<file path="src/pkg/xae_pkg.sv">
/*
 Package for the exclusive-OR execution datapath: opcode fields, phase
 enumeration and reset values. Assumes one 125 MHz core clock.
*/
`default_nettype none
package xae_pkg;
    // ========================================
    // Instruction word layout
    localparam int          INSTR_W      = 16;
    localparam int          DATA_W       = 8;
    localparam int          OPC_MSB      = 15;
    localparam int          OPC_LSB      = 9;
    localparam logic [6:0]  OPC_XOR_FILE = 7'h06;
    localparam int          DEST_BIT     = 8;
    localparam int          ADDR_MSB     = 7;
    localparam int          ADDR_LSB     = 0;
    // ========================================
    // Reset values
    localparam logic [7:0]  ACC_RESET    = 8'h00;
    localparam logic        ZERO_RESET   = 1'b0;
    // ========================================
    // Quarter phases
    typedef enum logic [1:0] {
        XAE_Q1_DECODE,
        XAE_Q2_READ,
        XAE_Q3_PROCESS,
        XAE_Q4_WRITE
    } xae_phase_type;
endpackage
`default_nettype wire

</file>
<file path="src/design/xae_exec.sv">
/*
 Execution datapath for the exclusive-OR of the working accumulator with a
 data-file register. Holds the accumulator and the zero flag; the file is
 outside and answers a read address combinationally in the same cycle.
*/
// Summary of operation
// - Result is accumulator XOR the addressed file register.
// - Destination bit clear: result to accumulator, file untouched.
// - Destination bit set: result to file register, accumulator untouched.
// - Opcode is upper seven bits 0000110, bit 8 destination, low byte address.
// - Decode in quarter one, read two, compute three, write four.
`timescale 1ns/1ps
`default_nettype none
module xae_exec #(
    parameter int DATA_W = xae_pkg::DATA_W
) (
    // Clock and reset
    input  wire logic              clock,
    input  wire logic              rst_n,
    // Instruction, sampled in the decode quarter
    input  wire logic [15:0]       instr_word,
    // Data file read data for file_addr
    input  wire logic [DATA_W-1:0] file_rd_data,
    // Data file access
    output logic [7:0]             file_addr,
    output logic [DATA_W-1:0]      file_wr_data,
    output logic                   file_wr_en,
    // Core state
    output logic [DATA_W-1:0]      working_accumulator,
    output logic                   zero_flag,
    output logic                   op_done
);
    xae_pkg::xae_phase_type phase;
    logic                   op_active;
    logic                   dest_file;
    logic [DATA_W-1:0]      operand;
    logic [DATA_W-1:0]      result;

    xae_phase_gen u_phase (
        .clock (clock),
        .rst_n (rst_n),
        .phase (phase)
    );

    // ========================================
    // Decode
    wire        in_q1      = (phase == xae_pkg::XAE_Q1_DECODE);
    wire        in_q2      = (phase == xae_pkg::XAE_Q2_READ);
    wire        in_q3      = (phase == xae_pkg::XAE_Q3_PROCESS);
    wire        in_q4      = (phase == xae_pkg::XAE_Q4_WRITE);
    wire        is_xor_op  = (instr_word[xae_pkg::OPC_MSB:xae_pkg::OPC_LSB] == xae_pkg::OPC_XOR_FILE);
    wire [DATA_W-1:0] next_result = working_accumulator ^ operand;
    wire        write_acc  = in_q4 && op_active && !dest_file;
    wire        write_file = in_q4 && op_active && dest_file;

    // ========================================
    // Decode quarter latches the fields
    // Fields held all instruction long; the file address must not move
    always_ff @(posedge clock) begin
        if (!rst_n) begin
            op_active <= 1'b0;
            dest_file <= 1'b0;
            file_addr <= 8'h00;
        end else if (in_q1) begin
            op_active <= is_xor_op;
            dest_file <= instr_word[xae_pkg::DEST_BIT];
            file_addr <= instr_word[xae_pkg::ADDR_MSB:xae_pkg::ADDR_LSB];
        end
    end

    // ========================================
    // Read in Q2, process in Q3
    // Operand kept in a register so the file may change after Q2
    always_ff @(posedge clock) begin
        if (!rst_n) begin
            operand <= '0;
            result  <= '0;
        end else begin
            if (in_q2) operand <= file_rd_data;
            if (in_q3) result <= next_result;
        end
    end

    // ========================================
    // Write quarter; outputs registered so file strobe is one cycle
    // Zero flag follows both destinations; no other flag lives here
    always_ff @(posedge clock) begin
        if (!rst_n) begin
            working_accumulator <= xae_pkg::ACC_RESET;
            zero_flag           <= xae_pkg::ZERO_RESET;
            file_wr_data        <= '0;
            file_wr_en          <= 1'b0;
            op_done             <= 1'b0;
        end else begin
            file_wr_en <= 1'b0;
            op_done    <= in_q4 && op_active;
            if (write_acc) working_accumulator <= result;
            if (write_file) begin
                file_wr_data <= result;
                file_wr_en   <= 1'b1;
            end
            if (in_q4 && op_active) zero_flag <= (result == '0);
        end
    end
endmodule
`default_nettype wire

</file>
<file path="src/design/xae_phase_gen.sv">
/*
 Quarter-phase sequencer: steps decode, read, process, write in turn.
 Assumes a synchronous active-low reset; one phase per clock.
*/
`timescale 1ns/1ps
`default_nettype none
module xae_phase_gen (
    // Clock and reset
    input  wire logic                   clock,
    input  wire logic                   rst_n,
    // Phase out
    output var  xae_pkg::xae_phase_type phase
);
    // ========================================
    // Free-running four-state cycle
    always_ff @(posedge clock) begin
        if (!rst_n) begin
            phase <= xae_pkg::XAE_Q1_DECODE;
        end else begin
            unique case (phase)
                xae_pkg::XAE_Q1_DECODE:  phase <= xae_pkg::XAE_Q2_READ;
                xae_pkg::XAE_Q2_READ:    phase <= xae_pkg::XAE_Q3_PROCESS;
                xae_pkg::XAE_Q3_PROCESS: phase <= xae_pkg::XAE_Q4_WRITE;
                xae_pkg::XAE_Q4_WRITE:   phase <= xae_pkg::XAE_Q1_DECODE;
            endcase
        end
    end
endmodule
`default_nettype wire

</file>
<file path="config.mk">
export PLATFORM = sky130hd
export DESIGN_NAME = xae_exec
export DESIGN_NICKNAME = d
export VERILOG_FILES = /design/src/pkg/xae_pkg.sv /design/src/design/xae_exec.sv /design/src/design/xae_phase_gen.sv
export SDC_FILE = /design/constraint.sdc
export NUM_CORES = 1
export LEC_CHECK = 0
export BUFFER_PORTS_ARGS = -buffer_cell sky130_fd_sc_hd__buf_2
export CAP_MARGIN = 20
export CORE_ASPECT_RATIO = 0.8
export CORE_MARGIN = 5
export CORE_UTILIZATION = 55
export CTS_CLUSTER_SIZE = 30
export DETAILED_ROUTE_END_ITERATION = 8
export PLACE_DENSITY = 0.88
export SETUP_SLACK_MARGIN = 0.4
export SLEW_MARGIN = 20
export SYNTH_ARGS = -nofsm -noshare
export SYNTH_HDL_FRONTEND = slang
export SYNTH_HIERARCHICAL = 1
export SYNTH_SLANG_ARGS = --single-unit
</file>
<file path="constraint.sdc">
create_clock -name clock -period 3.2 [get_ports clock]
set_input_delay 0 -clock clock [delete_from_list [all_inputs] [get_ports clock]]
set_output_delay 0 -clock clock [all_outputs]
set_load 0.01 [all_outputs]
</file>
==> summary.txt <==
CP peak stage delay - 0.86 ns
Max_slew headroom - 0.3167
CTS root buf - clkbuf_8
Yosys warning total - 6
Vias in the first global route - 1575
Final period util - 0.5719
Drt first pass iters - 4
Placed Cells - 273
DIE WIDTH - 75.33 um
Fin nets - 285
Setup TNS - 0 ns
Clock transition at the registers of the reported paths - 0.08 ns
Comb power frac - 0.210
Clk_lat worst skew - 0.30 ns
Maximum clock rate - 546.4 MHz
Status - finished clean
Cell with the most instances after synthesis - dfxtp_1
CP max-delay cell - nor2b_1
Final std cells w/o fill - 300
Setup CP Type - reg2reg
Detailed Route WL - 4.483 mm
Routed vias/inst - 5.257
Place WS - 1.496 ns
Post-Synthesis Cell Area - 1878 um2
Worst Path Buf+Inv - 0
Bufs on Longest Clock Path - 2
Initial Utilization - 0.5603
HP Class - in2reg
Clk sinks - 47
Die Y - 62.27 um
Psw - 0.4474 mW
N_diodes - 0
Post_cts resized - 0
Slew @ Worst Pin - 1.023 ns
Row count - 19
Unique masters post-synth - 33
GPL Wtd Cong - 0.7361
Tmin final - 1.830 ns
Dominant cells by area after synthesis - dfxtp_1 (50%), nand2_1 (7.2%), mux2i_1 (4.3%)
Vias post-DR - 1577
Async S/R FF share, synth - 0
Sw frac - 0.2867
Post-synth top area share - 0.5010
Cts hold-fix bufs - 19
Worst setup SP type - flop
Die Area - 4690 um2
Post-route ant nets - 0
Post-DP HPWL - 2.619 mm
First-pass GRT wire length - 7.369 mm
CP arrival - 2.03 ns
Final Hold Fails - 0
CTS tree - done
Top_reg_cell synth - dfxtp_1
Maximum number of pins on one net before global-route repair - 57
Worst path required time - 3.40 ns
EDFF count, synth - 0
#FFs+latches synth - 47
Num CTS Buffers - 5
DR iter-0 viols - 132
# setup viols final - 0
Clock skew - 0.004309 ns
GRT overflow - 0
Antenna violations before repair - 0
H-tree levels - 2
Leak - 1.151 nW
Register share of total power - 0.463
Core area - 3352 um2
WL/cell - 14.94 um
I/O Buffers - 52
Final hold slack - 0.3396 ns
Clock power share - 0.327
Avg Synthesized Cell Area - 9.833 um2
Crit Path Max Fanout - 16
RSZ-0062 raised after global routing - false
Cells after Synth - 191
Boundary Pins - 53
CP top delay family - simple AND/OR/NAND/NOR gates
Maximum vdd drop - 0.4416 mV
GRT Overall Usage - 0.2056
Max-slew violations - 0
Synth Net Count - 219
Final setup margin - 1.370 ns
Total power - 1.560 mW
DRC - 0
Pwr dens - 641.4 nW/um2
Synthesis-to-layout area growth - 29.51%
Most frequent cells after synthesis - dfxtp_1 (47), nand2_1 (36), nand3_1 (14)
Layout cells sized above 1 - 0.2868
Critical path endpoint category - flop
Crit path cell chain - nor2b_1 > nand2_1 > o211a_1
Internal power - 1.113 mW
Sequential-to-total area share from yosys stat - 0.5010
# Post-CTS Setup Buffers - 0
Max_cap viols - 0
Cell taking the most area after synthesis - dfxtp_1
## cells by family after synthesis
group	synth area share
XOR/XNOR	0.03731
AO/OA/AOI/OAI	0.1479
multiplexers	0.04264
AND/OR/NAND/NOR	0.2085
buffers and inverters	0.04930
flip-flops	0.5010
adder cells (fa/ha/maj)	0.01332
## sequential cells by signal, indices dropped and copies added, names as in the netlist
name                 flops
zero_flag                1
operand                  8
file_addr                8
file_wr_data             8
u_phase/phase            2
working_accumulator      8
op_done                  1
op_active                1
dest_file                1
result                   8
file_wr_en               1
## worst paths after layout
kind / end / slack, ns / cells past startpoint / from
worst max register to register: result[4] / 1.37 / 3 / u_phase/phase[1]
worst min-delay path: u_phase/phase[0] / 0.34 / 2 / rst_n
worst max-delay path: result[4] / 1.37 / 3 / u_phase/phase[1]
worst min register to register: file_addr[1] / 0.45 / 2 / file_addr[1]
## cell usage in the layout, fill, tap and decap left out, types with 2 or more instances in the layout
cell type,instances
o21ai_2,8
and2_1,2
mux2i_1,8
nor4_1,2
dlygate4sd3_1,19
nand2_1,36
o21ai_1,8
nand4_1,2
nand3_2,2
a21boi_1,10
ha_1,2
o211a_1,8
nor2b_1,9
bufinv_16,2
buf_2,52
inv_1,2
dfxtp_1,47
xnor2_1,8
clkbuf_8,5
nand3_1,14
## stage by stage
step	util	area (um2)
after CTS	0.7256	2432
final	0.7256	2432
after detailed placement	0.6282	2106
after global placement	0.6282	2106
after floorplan	-	1878
after global routing	0.7256	2432
## metal layers
layer,wire [um],global-route usage
met5,0,0
met4,136,0.09607
met3,265,0.04194
met2,2185,0.3319
met1,1896,0.2568
## worst reg2reg max path, stage by stage, from the launching register on
cell and delay (ns):
dfxtp_1 0.52, nor2b_1 0.86, nand2_1 0.16, o211a_1 0.19
## power groups by stage
stage | combinational (mW) | sequential [mW] | clock (mW)
final | 0.328 | 0.722 | 0.510
after global routing | 0.362 | 0.732 | 0.543
after CTS | 0.314 | 0.718 | 0.512
after detailed placement | 0.293 | 0.730 | 0
after global placement | 0.285 | 0.728 | 0
after floorplan | 0.234 | 0.728 | 0
## final cells by class
class,count,area (um2)
Fill cell,207,919.6
Tap cell,42,52.55
Clock inverter,3,67.56
Clock buffer,5,68.82
Inverter,2,7.507
Sequential cell,47,940.9
Multi-Input combinational cell,130,844.6
Timing Repair Buffer,71,450.4
Power figures use the tool's default switching activity.
